$ cat config.mk
export PLATFORM = sky130hd
export DESIGN_NAME = lbs_unit
export DESIGN_NICKNAME = d
export VERILOG_FILES = /design/src/shared/lbs_pkg.sv /design/src/lbs_lifo.sv /design/src/lbs_unit.sv
export SDC_FILE = /design/constraint.sdc
export NUM_CORES = 1
export LEC_CHECK = 0
export ABC_CLOCK_PERIOD_IN_PS = 2700
export BUFFER_PORTS_ARGS = -buffer_cell sky130_fd_sc_hd__buf_2
export CAP_MARGIN = 20
export CORE_ASPECT_RATIO = 0.9
export CORE_MARGIN = 2
export CORE_UTILIZATION = 55
export DETAILED_ROUTE_END_ITERATION = 8
export PLACE_DENSITY_LB_ADDON = 0.15
export SLEW_MARGIN = 0
export SYNTH_ARGS = -nofsm -noshare
export SYNTH_HDL_FRONTEND = slang
export SYNTH_SLANG_ARGS = --single-unit
$ cat constraint.sdc
create_clock -name clk -period 2.7 [get_ports clk]
set_input_delay 0.54 -clock clk [delete_from_list [all_inputs] [get_ports clk]]
set_output_delay 0.54 -clock clk [all_outputs]
set_load 0.005 [all_outputs]
$ cat src/shared/lbs_pkg.sv
package lbs_pkg;

    // ------------------------------------------------------------
    // sizes and result reset value
    // ------------------------------------------------------------
    localparam int LBS_BIT_DEPTH   = 8;
    localparam int LBS_BLK_DEPTH   = 8;
    localparam logic LBS_OPR_RESET = 1'b0;

    // ------------------------------------------------------------
    // step opcodes
    // ------------------------------------------------------------
    typedef enum logic [3:0]
    {
        LBS_NOP                        = 4'h0,
        LBS_BLOCK_LOAD_OP              = 4'h1,
        LBS_BLOCK_LOAD_INVERTED_OP     = 4'h2,
        LBS_SERIES_CONTACT_OP          = 4'h3,
        LBS_SERIES_INVERTED_CONTACT_OP = 4'h4,
        LBS_PARALLEL_CONTACT_OP        = 4'h5,
        LBS_PARALLEL_INVERTED_OP       = 4'h6,
        LBS_PARALLEL_MERGE_OP          = 4'h7,
        LBS_SERIES_MERGE_OP            = 4'h8,
        LBS_BIT_SAVE_OP                = 4'h9,
        LBS_BIT_PEEK_OP                = 4'hA,
        LBS_BIT_RESTORE_OP             = 4'hB
    } lbs_op_t;

    typedef struct packed
    {
        lbs_op_t op;
        logic    operand;
    } lbs_step_t;

    typedef struct packed
    {
        logic overflow;
        logic underflow;
    } lbs_err_t;

endpackage

$ cat src/lbs_lifo.sv
`timescale 1ns/100ps
module lbs_lifo
#(
    parameter int DEPTH = 8
)
(
    // clock and reset
    input  wire logic clk,
    input  wire logic rst,
    // control
    input  wire logic push,
    input  wire logic pop,
    input  wire logic din,
    // state
    output logic      top,
    output logic      empty,
    output logic      full
);
    localparam int CW = $clog2(DEPTH + 1);

    logic [DEPTH-1:0] ent_q;
    logic [DEPTH-1:0] ent_d;
    logic [CW-1:0]    cnt_q;
    logic [CW-1:0]    cnt_d;

    assign top   = ent_q[0];
    assign empty = (cnt_q == '0);
    assign full  = (cnt_q == CW'(DEPTH));

    // ------------------------------------------------------------
    // shift register stack, entry 0 is the first
    // ------------------------------------------------------------
    always_comb
    begin
        ent_d = ent_q;
        cnt_d = cnt_q;
        if (push && !full)
        begin
            ent_d = {ent_q[DEPTH-2:0], din};
            cnt_d = cnt_q + 1'b1;
        end
        else if (pop && !empty)
        begin
            ent_d = {1'b0, ent_q[DEPTH-1:1]};
            cnt_d = cnt_q - 1'b1;
        end
    end

    always_ff @(posedge clk or posedge rst)
    begin
        if (rst)
        begin
            ent_q <= '0;
            cnt_q <= '0;
        end
        else
        begin
            ent_q <= ent_d;
            cnt_q <= cnt_d;
        end
    end
endmodule

$ cat src/lbs_unit.sv
`timescale 1ns/100ps
// Operation
// - parallel merge joins loaded blocks in parallel
// - parallel merge ORs last saved block in
// - interleaved or trailing merges give same result
// - bit save copies result into first entry
// - further saves shift entries deeper first
// - bit stack holds eight entries
// - bit peek reads first entry, stack unchanged
// - bit restore shifts entries up one
// - bit restore puts first entry in result
// - two AND blocks ORed drive output
// - saved branch point feeds each branch
// - series contact ANDs operand into result
// - series merge ANDs last saved block in
module lbs_unit
#(
    parameter int BIT_DEPTH = lbs_pkg::LBS_BIT_DEPTH,
    parameter int BLK_DEPTH = lbs_pkg::LBS_BLK_DEPTH
)
(
    // clock and reset
    input  wire logic              clk,
    input  wire logic              rst,
    // step from sequencer
    input  wire logic              step_valid,
    input  wire lbs_pkg::lbs_step_t step,
    // result
    output logic                   result,
    output lbs_pkg::lbs_err_t      err,
    output logic                   blk_in_progress
);
    import lbs_pkg::*;

    logic     opr_q;
    logic     opr_d;
    logic     act_q;
    logic     act_d;
    lbs_err_t err_q;
    lbs_err_t err_d;
    logic     step_over;
    logic     step_under;

    logic     blk_push;
    logic     blk_pop;
    logic     blk_top;
    logic     blk_empty;
    logic     blk_full;
    logic     bit_push;
    logic     bit_pop;
    logic     bit_top;
    logic     bit_empty;
    logic     bit_full;

    // ------------------------------------------------------------
    // outputs
    // ------------------------------------------------------------
    assign result          = opr_q;
    assign err             = err_q;
    assign blk_in_progress = act_q;

    // ------------------------------------------------------------
    // block result stack and bit stack
    // ------------------------------------------------------------
    // the first load of a program has no earlier block to save
    lbs_lifo #(.DEPTH(BLK_DEPTH)) u_blk
    (
        .clk   (clk),
        .rst   (rst),
        .push  (blk_push),
        .pop   (blk_pop),
        .din   (opr_q),
        .top   (blk_top),
        .empty (blk_empty),
        .full  (blk_full)
    );

    // saves beyond the last entry are refused, never dropped at the bottom
    lbs_lifo #(.DEPTH(BIT_DEPTH)) u_bit
    (
        .clk   (clk),
        .rst   (rst),
        .push  (bit_push),
        .pop   (bit_pop),
        .din   (opr_q),
        .top   (bit_top),
        .empty (bit_empty),
        .full  (bit_full)
    );

    // ------------------------------------------------------------
    // contact decoding
    // ------------------------------------------------------------
    // normally-closed forms see the inverse of the operand
    function automatic logic contact_level(input lbs_op_t op, input logic operand);
        logic closed;
        closed = (op == LBS_BLOCK_LOAD_INVERTED_OP)
              || (op == LBS_SERIES_INVERTED_CONTACT_OP)
              || (op == LBS_PARALLEL_INVERTED_OP);
        return operand ^ closed;
    endfunction

    // ------------------------------------------------------------
    // step execution
    // ------------------------------------------------------------
    always_comb
    begin
        opr_d      = opr_q;
        act_d      = act_q;
        step_over  = 1'b0;
        step_under = 1'b0;
        blk_push   = 1'b0;
        blk_pop    = 1'b0;
        bit_push   = 1'b0;
        bit_pop    = 1'b0;
        if (step_valid)
        begin
            unique case (step.op)
                LBS_BLOCK_LOAD_OP, LBS_BLOCK_LOAD_INVERTED_OP:
                begin
                    // a full block stack must not lose its oldest block
                    if (act_q && blk_full)
                        step_over = 1'b1;
                    else
                    begin
                        blk_push = act_q;
                        opr_d    = contact_level(step.op, step.operand);
                        act_d    = 1'b1;
                    end
                end
                LBS_SERIES_CONTACT_OP:
                    opr_d = opr_q & contact_level(step.op, step.operand);
                LBS_SERIES_INVERTED_CONTACT_OP:
                    opr_d = opr_q & contact_level(step.op, step.operand);
                LBS_PARALLEL_CONTACT_OP:
                    opr_d = opr_q | contact_level(step.op, step.operand);
                LBS_PARALLEL_INVERTED_OP:
                    opr_d = opr_q | contact_level(step.op, step.operand);
                LBS_PARALLEL_MERGE_OP, LBS_SERIES_MERGE_OP:
                begin
                    // top is read and popped in the same step
                    if (blk_empty)
                        step_under = 1'b1;
                    else
                    begin
                        blk_pop = 1'b1;
                        if (step.op == LBS_PARALLEL_MERGE_OP)
                            opr_d = blk_top | opr_q;
                        else
                            opr_d = blk_top & opr_q;
                    end
                end
                LBS_BIT_SAVE_OP:
                begin
                    // result itself is left as it is
                    if (bit_full)
                        step_over = 1'b1;
                    else
                        bit_push = 1'b1;
                end
                LBS_BIT_PEEK_OP:
                begin
                    // depth and contents of the bit stack are left alone
                    if (bit_empty)
                        step_under = 1'b1;
                    else
                        opr_d = bit_top;
                end
                LBS_BIT_RESTORE_OP:
                begin
                    // old first entry reaches the result as the shift lands
                    if (bit_empty)
                        step_under = 1'b1;
                    else
                    begin
                        bit_pop = 1'b1;
                        opr_d   = bit_top;
                    end
                end
                default:
                begin
                end
            endcase
        end
    end

    always_ff @(posedge clk or posedge rst)
    begin
        if (rst)
        begin
            opr_q <= LBS_OPR_RESET;
            act_q <= 1'b0;
        end
        else
        begin
            opr_q <= opr_d;
            act_q <= act_d;
        end
    end

    // ------------------------------------------------------------
    // sticky error flags, cleared only by reset
    // ------------------------------------------------------------
    // a refused step sets its flag and changes nothing else
    always_comb
    begin
        err_d = err_q;
        if (step_over)
            err_d.overflow = 1'b1;
        if (step_under)
            err_d.underflow = 1'b1;
    end

    always_ff @(posedge clk or posedge rst)
    begin
        if (rst)
            err_q <= '0;
        else
            err_q <= err_d;
    end
endmodule

==> flow_summary.json, run 1 <==
{
  "start_util_pct": 56.1,
  "ctsHoldBuffers": 0,
  "peakVddDrop_mv": 0.474,
  "num_vias": 1265,
  "grt_pass1_vias": 1219,
  "rsz0062_at_grt": "no",
  "fin_crit_ps": 2300,
  "synth_ff_type": "dfrtp_1",
  "cts_tree": "built",
  "maxSlewHeadroom_pct": 63.2,
  "whs_ps": 248,
  "fmax_ghz": 0.434,
  "antenna_found_initial": 0,
  "ys_warn_count": 0,
  "antenna_left": 0,
  "yosys.area.top_type": "dfrtp_1",
  "cts_root_buffer": "clkbuf_4",
  "h-tree-depth": 1,
  "endpoint_kind": "flip-flop",
  "fillers": 269,
  "rows": 19,
  "hpwl_um": 2300,
  "cts_resized": 0,
  "final_area_um2": 1820,
  "yosysSeqAreaShare_pct": 41.7,
  "syn2layout_area_growth_pct": 8.26,
  "diodes": 0,
  "synth_cells": 169,
  "drive_above_1_share_pct": 17.7,
  "crit_path_top_delay_cell": "nor3_1",
  "tightest_slew_ps": 548,
  "max-cap-violations": 0,
  "ys_ff_latch": 28,
  "grt_use_total_pct": 19.3,
  "synth.distinct_cells": 42,
  "hp-class": "in -> async",
  "avgSynthCellArea_um2": 9.95,
  "critPathArrivalTime_ps": 2540,
  "synth_edf_count": 0,
  "post_cts_buffers": 0,
  "status": "finished, final reports clean",
  "placed_area_um2": 1800,
  "async_reset_ff_share_pct": 100,
  "gr-total-overflow": 0,
  "grt_max_degree": 29,
  "die_area_um2": 3520,
  "cp-start-kind": "flip-flop",
  "post_drt_wl_per_cell_um": 13.6,
  "synthTopCellsByArea": "dfrtp_1 42%, mux2i_1 6.5%, a21o_1 4.5%, a21oi_1 4.2%, nor2_1 3.3%",
  "clk_path_buf_depth": 2,
  "finalSetupViolCount": 0,
  "layout_commonest_cell": "dfrtp_1",
  "final_nets": 197,
  "via_per_inst": 5.67,
  "worst-setup-path-type": "reg -> reg",
  "p_leak_nw": 0.845,
  "drc": 0,
  "die_height_um": 56.5,
  "max_stage_delay_ps": 510,
  "drtPass1Iterations": 4,
  "cts_num_sinks": 28,
  "cts_made_buffers": 3,
  "fin_crit_sh_pct": 85.3,
  "final_cell_count_no_fill": 223,
  "critical_path_peak_fanout": 5,
  "drt_iter0_markers": 142,
  "synth_nets": 183,
  "synth_top_area_share_pct": 41.7,
  "hold_viol": 0,
  "finClkSkew_ps": 7.83,
  "cts.clk_slew.worst_paths_ps": 140,
  "crit_chain": "nor3_1 > a211oi_4 > inv_2 > ha_1 > a21o_1 > a21oi_1 > mux2i_1 > xor2_1",
  "wl_um": 3040,
  "insertion_delay_ps": 320,
  "dieWidth_um": 62.3,
  "final_cell_mix": "28 x dfrtp_1, 15 x nor2_1, 14 x a21oi_1, 11 x mux2i_1, 11 x buf_2",
  "io_buffers": 11,
  "synthesis.area_um2": 1680,
  "io_pins": 12,
  "coreArea_um2": 3000,
  "setup_tns_ps": 0,
  "grt_pass1_wl_um": 5460,
  "slew_viol_final": 0,
  "powerDensity_nw_per_um2": 768,
  "dp.cells": 220,
  "cp.required_ps": 2940,
  "place_congestion": 0.839,
  "reg2regPathDepth": 8
}
[through the flow]
stage	setup slack, ps	total power [mW]	util [%]
after floorplan	249	1.11	-
after global placement	265	1.21	60.0
after detailed placement	153	1.25	60.0
after CTS	401	1.42	60.8
after global routing	248	1.53	60.8
final	398	1.40	60.8
[worst max-delay path: cells and delay by family, from the launching register on]
family | cells | cell delay [ps]
AOI/OAI and AO/OA | 3 | 470
and+or+nand+nor | 1 | 510
buffers and inverters | 1 | 110
xor gates and xnor gates | 1 | 190
adders and majority gates | 1 | 230
DFF | 1 | 470
muxes | 1 | 240
[synthesized netlist by cell type (2+ instances only)]
cell      instances
nor2b_1           2
nand3_1           2
inv_1             7
nand2_1           9
xor2_1            4
o21ai_0           7
mux2_1            2
buf_4             2
nor4b_2           2
xnor2_1           5
o211ai_1          3
a21oi_1          14
nor2_2            2
nor2_1           15
dfrtp_1          28
fa_1              2
a31oi_1           2
buf_2             2
clkbuf_1          5
ha_1              4
mux2i_1          11
nor4_1            2
a22o_1            6
a21o_1           10
nor3_1            4
[cell type report]
class / count / area (um2) / area share [%]
Tap cell: 42 / 52.6 / 2.89
Clock buffer: 3 / 22.5 / 1.24
Sequential cell: 28 / 701 / 38.5
Inverter: 8 / 30.0 / 1.65
Multi-Input combinational cell: 124 / 907 / 49.8
Timing Repair Buffer: 18 / 108 / 5.91
[cells by family (layout without fill, tap and decap cells)]
family,count (synthesis),after routing,synth area share [%]
AO/OA/AOI/OAI,51,51,20.8
AND/OR/NAND/NOR,44,44,14.6
flip-flops,28,28,41.7
buffers and inverters,17,29,4.39
multiplexers,14,14,8.56
XOR/XNOR,9,9,4.69
adder cells (fa/ha/maj),6,6,5.36
[per-layer routing]
metal	share of wire [%]	up-vias	wire (um)	global-route usage [%]
met5	0	-	0	0
met1	49	623	1500	26.2
li1	-	631	-	-
met4	0.33	0	10	4.76
met2	48	9	1460	32.6
met3	2.3	2	69	3.21
[report_power, final]
| part | total, mW | switching [mW] | internal [mW] |
|---|---|---|---|
| Combinational | 0.485 | 0.235 | 0.250 |
| Sequential | 0.749 | 0.175 | 0.574 |
| Clock | 0.166 | 0.114 | 0.0523 |
| Total | 1.40 | 0.523 | 0.876 |
[final timing paths]
path	slack, ps	endpoint	start
setup / recovery	400	u_bit.cnt_q[3]	u_bit.cnt_q[0]
max in group asynchronous	2200	err[1]	rst
setup reg to reg	400	u_bit.cnt_q[3]	u_bit.cnt_q[0]
hold / removal	250	u_bit.ent_q[2]	rst
min in group clk	480	err[0]	err[0]
hold reg to reg	480	err[0]	err[0]
[sequential cells by signal (all words and copies together) (netlist names)]
signal           flops
u_bit.ent_q          8
u_blk.ent_q          8
u_bit.cnt_q          4
u_blk.cnt_q          4
err                  2
blk_in_progress      1
result               1
Power figures use the tool's default switching activity.
==> run 2, diff against run 1 <==
--- a/config.mk
+++ b/config.mk
@@ -16,4 +16,5 @@
 export SLEW_MARGIN = 0
 export SYNTH_ARGS = -nofsm -noshare
 export SYNTH_HDL_FRONTEND = slang
+export SYNTH_HIERARCHICAL = 1
 export SYNTH_SLANG_ARGS = --single-unit
==> flow_summary.json, run 2 <==
{
  "critPathArrivalTime_ps": 2750,
  "final_cell_mix": "27 x dfrtp_1, 22 x inv_1, 15 x buf_4, 11 x buf_2, 10 x nand3_1",
  "netSwitchingFraction_pct": 37.9,
  "critical_path_peak_fanout": 5,
  "cts.clk_slew.worst_paths_ps": 100,
  "fmax_ghz": 0.393,
  "die_area_um2": 3790,
  "powerDensity_nw_per_um2": 874,
  "maxSlewHeadroom_pct": 62.3,
  "rows": 19,
  "p_leak_nw": 0.937,
  "grt_use_total_pct": 23.6,
  "final_cell_count_no_fill": 244,
  "antenna_found_initial": 0,
  "slew_viol_final": 0,
  "peakVddDrop_mv": 0.519,
  "largestRegisters": "u_bit/ent_q: 8 flops, u_blk/ent_q: 8 flops",
  "cts_num_sinks": 28,
  "wl_um": 4120,
  "critPathLaunch": "u_bit/cnt_q[2]",
  "endpoint_kind": "flip-flop",
  "insertion_delay_ps": 270,
  "final.setup.worst_slack_ps": 155,
  "status": "finished, final reports clean",
  "ys_ff_latch": 28,
  "diodes": 0,
  "final_nets": 217,
  "antenna_left": 0,
  "worst-setup-path-type": "reg -> reg",
  "post_drt_wl_per_cell_um": 16.9,
  "seq_power_share_pct": 42.0,
  "hp-class": "in -> async",
  "synth_top_family_by_area": "compound AO/OA/AOI/OAI gates",
  "io_pins": 12,
  "synth_compound_area_share_pct": 25.0,
  "synthesis.area_um2": 1820,
  "tightest_slew_ps": 558,
  "place_congestion": 0.888,
  "ys_warn_count": 6,
  "start_util_pct": 58.6,
  "cts_tree": "built",
  "pre_cts_ws_ps": -86.1,
  "hold_viol": 0,
  "yosysSeqAreaShare_pct": 38.4,
  "synthXorXnorAreaFrac_pct": 2.40,
  "drive_above_1_share_pct": 26.2,
  "avgSynthCellArea_um2": 10.3,
  "synthSimpleGateAreaFrac_pct": 16.3,
  "layout_commonest_cell": "dfrtp_1",
  "synth.mux.area_fraction_pct": 4.53,
  "h-tree-depth": 1,
  "fin_crit_sh_pct": 94.3,
  "dp.cells": 240,
  "p_switching_mw": 0.693,
  "gr-total-overflow": 0,
  "cp.required_ps": 2900,
  "cts_made_buffers": 3,
  "via_per_inst": 6.39,
  "max-cap-violations": 0,
  "syn2layout_area_growth_pct": 14.7,
  "hpwl_um": 3040,
  "cts_root_buffer": "clkbuf_8",
  "grt_pass1_vias": 1509,
  "synth_top_area_share_pct": 38.4,
  "synth_nets": 191,
  "p_int_mw": 1.14,
  "coreArea_um2": 3110,
  "fin_crit_ps": 2550,
  "synth_ff_type": "dfrtp_1",
  "grt_max_degree": 17,
  "p_comb_share_pct": 40.0,
  "drc": 0,
  "synth_most_common_cell": "dfrtp_1",
  "rr_startpoint": "u_bit/cnt_q[2]",
  "async_reset_ff_share_pct": 100,
  "synth.distinct_cells": 62,
  "clk_path_buf_depth": 2,
  "synthTopCellsByCount": "28 x dfrtp_1, 23 x inv_1, 10 x nand3_1",
  "finClkSkew_ps": 1.68,
  "grt_pass1_wl_um": 6960,
  "rsz0062_at_grt": "no",
  "synth-adder-area-share_pct": 4.94,
  "cp-start-kind": "flip-flop",
  "num_vias": 1560,
  "drt_iter0_markers": 155,
  "setup_tns_ps": 0,
  "io_buffers": 11,
  "post_cts_buffers": 0,
  "synth_cells": 177,
  "yosys.area.top_type": "dfrtp_1",
  "synthTopCellsByArea": "dfrtp_1 38%, inv_1 4.7%, o221ai_1 3.4%, a222oi_1 3.3%, mux2i_1 3.3%",
  "synth_edf_count": 0,
  "dieWidth_um": 64.7,
  "die_height_um": 58.6,
  "finalSetupViolCount": 0,
  "p_clk_share_pct": 18.0,
  "drtPass1Iterations": 5
}
run 2: worst paths after layout:
check	end	slack (ps)	depth (start not counted)
setup / recovery	u_bit/cnt_q[3]	150	10
setup reg to reg	u_bit/cnt_q[3]	150	10
max in group asynchronous	u_blk/ent_q[6]	2090	2
min in group clk	err[0]	470	1
hold / removal	result	170	2
hold reg to reg	err[0]	470	1
run 2: cells by family after synthesis:
kind of cell | Yosys count
adders and majority gates | 6
and+or+nand+nor | 47
buffers and inverters | 31
DFF | 28
muxes | 8
AOI/OAI and AO/OA | 52
xor gates and xnor gates | 5
run 2: what timing repair did:
action / CTS / global route
hold buffers: 0 / 0
gates resized for setup: 0 / 1
endpoints found under the setup margin: 0 / 1
run 2: worst max-delay path: stages (launching register included):
cell and delay, ps:
dfrtp_1 500, nor3_2 120, and2_1 190, nor3_1 290
a21boi_4 250, inv_2 60, ha_1 280, a21o_2 210
a21oi_1 180, mux2i_1 250, xnor2_1 140
run 2: through the flow:
stage	power [mW]	hold slack (ps)	cell area, um2	utilization (%)
finish	1.83	172	2090	67.2
global route	1.96	170	2090	67.2
global placement	1.44	439	2020	64.8
CTS	1.83	170	2090	67.1
detailed placement	1.49	446	2020	64.8
floorplan	1.27	306	1850	-
run 2: cell type report:
| cell class | instances | area, um2 |
|---|---|---|
| repair buffers | 26 | 168 |
| clock buffers | 3 | 41.3 |
| inverters | 26 | 108 |
| multi-input cells | 118 | 991 |
| flip-flops and latches | 28 | 702 |
| well taps | 42 | 52.6 |
| fillers | 241 | 1020 |
| clock inverters | 1 | 30.0 |
run 2: power groups by stage:
| stage | clock network, mW | logic [mW] | registers (mW) |
|---|---|---|---|
| 3_3_place_gp | 0 | 0.686 | 0.753 |
| 4_1_cts | 0.339 | 0.731 | 0.762 |
| 5_1_grt | 0.358 | 0.817 | 0.788 |
| 3_5_place_dp | 0 | 0.727 | 0.766 |
| 2_1_floorplan | 0 | 0.507 | 0.762 |
| 6_report | 0.330 | 0.731 | 0.768 |
run 2: metal layers:
layer	share of wire, %	GRT usage [%]
met4	0.36	6.69
met5	0	0
met1	44	32.8
met3	5.5	2.49
met2	50	39.8
==> run 3, diff against run 2 <==
--- a/config.mk
+++ b/config.mk
@@ -5,12 +5,12 @@
 export SDC_FILE = /design/constraint.sdc
 export NUM_CORES = 1
 export LEC_CHECK = 0
-export ABC_CLOCK_PERIOD_IN_PS = 2700
+export ABC_CLOCK_PERIOD_IN_PS = 2900
 export BUFFER_PORTS_ARGS = -buffer_cell sky130_fd_sc_hd__buf_2
 export CAP_MARGIN = 20
 export CORE_ASPECT_RATIO = 0.9
 export CORE_MARGIN = 2
-export CORE_UTILIZATION = 55
+export CORE_UTILIZATION = 60
 export DETAILED_ROUTE_END_ITERATION = 8
 export PLACE_DENSITY_LB_ADDON = 0.15
 export SLEW_MARGIN = 0
==> constraint.sdc (replaced) <==
create_clock -name clk -period 2.9 [get_ports clk]
set_input_delay 0.58 -clock clk [delete_from_list [all_inputs] [get_ports clk]]
set_output_delay 0.58 -clock clk [all_outputs]
set_load 0.005 [all_outputs]
==> flow_summary.json, run 3 (synthesis results as in run 2) <==
{
  "status": "finished, final reports clean",
  "worst-setup-path-type": "reg -> reg",
  "final_util_pct": 71.7,
  "p_leak_nw": 0.902,
  "final_cell_count_no_fill": 238,
  "rr_startpoint": "u_blk/cnt_q[1]",
  "maxSlewHeadroom_pct": 66.8,
  "hp-class": "in -> async",
  "antenna_left": 0,
  "syn2layout_area_growth_pct": 10.7,
  "rsz0062_at_grt": "no",
  "crit_path_top_delay_cell": "or4b_4",
  "cts_tree": "built",
  "grt_max_degree": 17,
  "finalPower_mw": 1.63,
  "largestRegisters": "u_bit/ent_q: 8 flops, u_blk/ent_q: 8 flops",
  "cts_made_buffers": 3,
  "critPathTopFamily": "simple AND/OR/NAND/NOR gates",
  "via_per_inst": 6.29,
  "fillers": 200,
  "peakVddDrop_mv": 0.563,
  "endpoint_kind": "flip-flop",
  "post_drt_wl_per_cell_um": 16.2,
  "max_stage_delay_ps": 610,
  "grt_use_total_pct": 25.1,
  "final_nets": 213,
  "finalSetupViolCount": 0,
  "hold_viol": 0,
  "cts_root_buffer": "clkbuf_4",
  "io_pins": 12,
  "gr-total-overflow": 0,
  "h-tree-depth": 1,
  "grt_pass1_vias": 1382,
  "die_height_um": 56.3,
  "drtPass1Iterations": 6,
  "start_util_pct": 64.8,
  "crit_chain": "or4b_4 > clkinv_4 > nor2b_1 > inv_1 > nor2_4 > inv_6 > ha_1 > and3_2 > or3_1 > o2111ai_1",
  "cp-start-kind": "flip-flop",
  "dieWidth_um": 62.1,
  "reg2regPathDepth": 10,
  "grt_pass1_wl_um": 6930,
  "drt_iter0_markers": 211,
  "cts_resized": 0,
  "hpwl_um": 2890,
  "post_cts_buffers": 0,
  "critPathLaunch": "u_blk/cnt_q[1]",
  "layout_commonest_cell": "dfrtp_1",
  "clk_path_buf_depth": 2,
  "fin_crit_ps": 2720,
  "insertion_delay_ps": 340,
  "max-cap-violations": 0,
  "slew_viol_final": 0,
  "coreArea_um2": 2820,
  "powerDensity_nw_per_um2": 807,
  "finClkSkew_ps": 10.7,
  "wl_um": 3840,
  "tightest_slew_ps": 491,
  "drc": 0,
  "ctsHoldBuffers": 0,
  "cp_num_buf_inv": 3,
  "cts_num_sinks": 28,
  "num_vias": 1497,
  "final_cell_mix": "28 x dfrtp_1, 23 x inv_1, 11 x buf_2, 11 x buf_4, 10 x nand3_1",
  "place_congestion": 0.905,
  "critPathArrivalTime_ps": 2970,
  "antenna_found_initial": 0,
  "cp.required_ps": 3150,
  "fin_crit_sh_pct": 93.9,
  "cts.clk_slew.worst_paths_ps": 160,
  "diodes": 0,
  "drive_above_1_share_pct": 22.7,
  "io_buffers": 11,
  "rows": 18,
  "fmax_ghz": 0.367,
  "die_area_um2": 3500,
  "r2r_slack_ps": 180,
  "r2r-end": "u_blk/cnt_q[3]",
  "dp.cells": 234,
  "critical_path_peak_fanout": 7
}
[run 3: cell types whose count changed in the layout (fill, tap and decap cells not counted)]
cell	previous run	this run
inv_2	2	1
nand2b_1	1	2
nand2b_4	1	0
inv_1	22	23
buf_4	15	11
dfrtp_1	27	28
dfrtp_2	1	0
clkbuf_8	3	0
ha_4	1	0
clkbuf_4	0	3
ha_1	3	4
[run 3: metal layers]
| layer | part of all wire, % | wire length (um) | GRT usage [%] |
|---|---|---|---|
| met4 | 1.8 | 68 | 7.30 |
| met5 | 0 | 0 | 0 |
| met3 | 6.0 | 230 | 3.21 |
| met2 | 47 | 1800 | 38.5 |
| met1 | 45 | 1740 | 37.6 |
[run 3: how the worst max path moves through the flow]
stage | endpoint | cells past startpoint
2_1_floorplan | u_blk/cnt_q[3] | 13
3_3_place_gp | u_blk/cnt_q[3] | 12
3_5_place_dp | u_blk/cnt_q[3] | 12
4_1_cts | u_blk/cnt_q[3] | 10
5_1_grt | u_blk/cnt_q[3] | 10
6_report | u_blk/cnt_q[3] | 10
[run 3: cell type report]
class	instances	area [um2]	share of cell area (%)
Timing Repair Buffer	22	138	6.82
Inverter	26	108	5.33
Clock buffer	3	22.5	1.12
Clock inverter	1	30.0	1.49
Multi-Input combinational cell	118	971	48.1
Tap cell	40	50.0	2.48
Sequential cell	28	701	34.7
[run 3: power by group]
part	switching (mW)	internal, mW	total, mW
Sequential	0.190	0.546	0.737
Clock	0.118	0.140	0.258
Combinational	0.335	0.299	0.634
Total	0.644	0.985	1.63
[run 3: per-stage QoR]
stage	setup TNS [ps]	setup WS, ps	instance area [um2]	hold slack [ps]
after global routing	0	38.7	2020	109
after floorplan	0	2.52	1820	346
after global placement	0	80.2	1970	439
after CTS	0	191	2020	123
final	0	177	2020	116
after detailed placement	-46.5	-46.5	1970	445
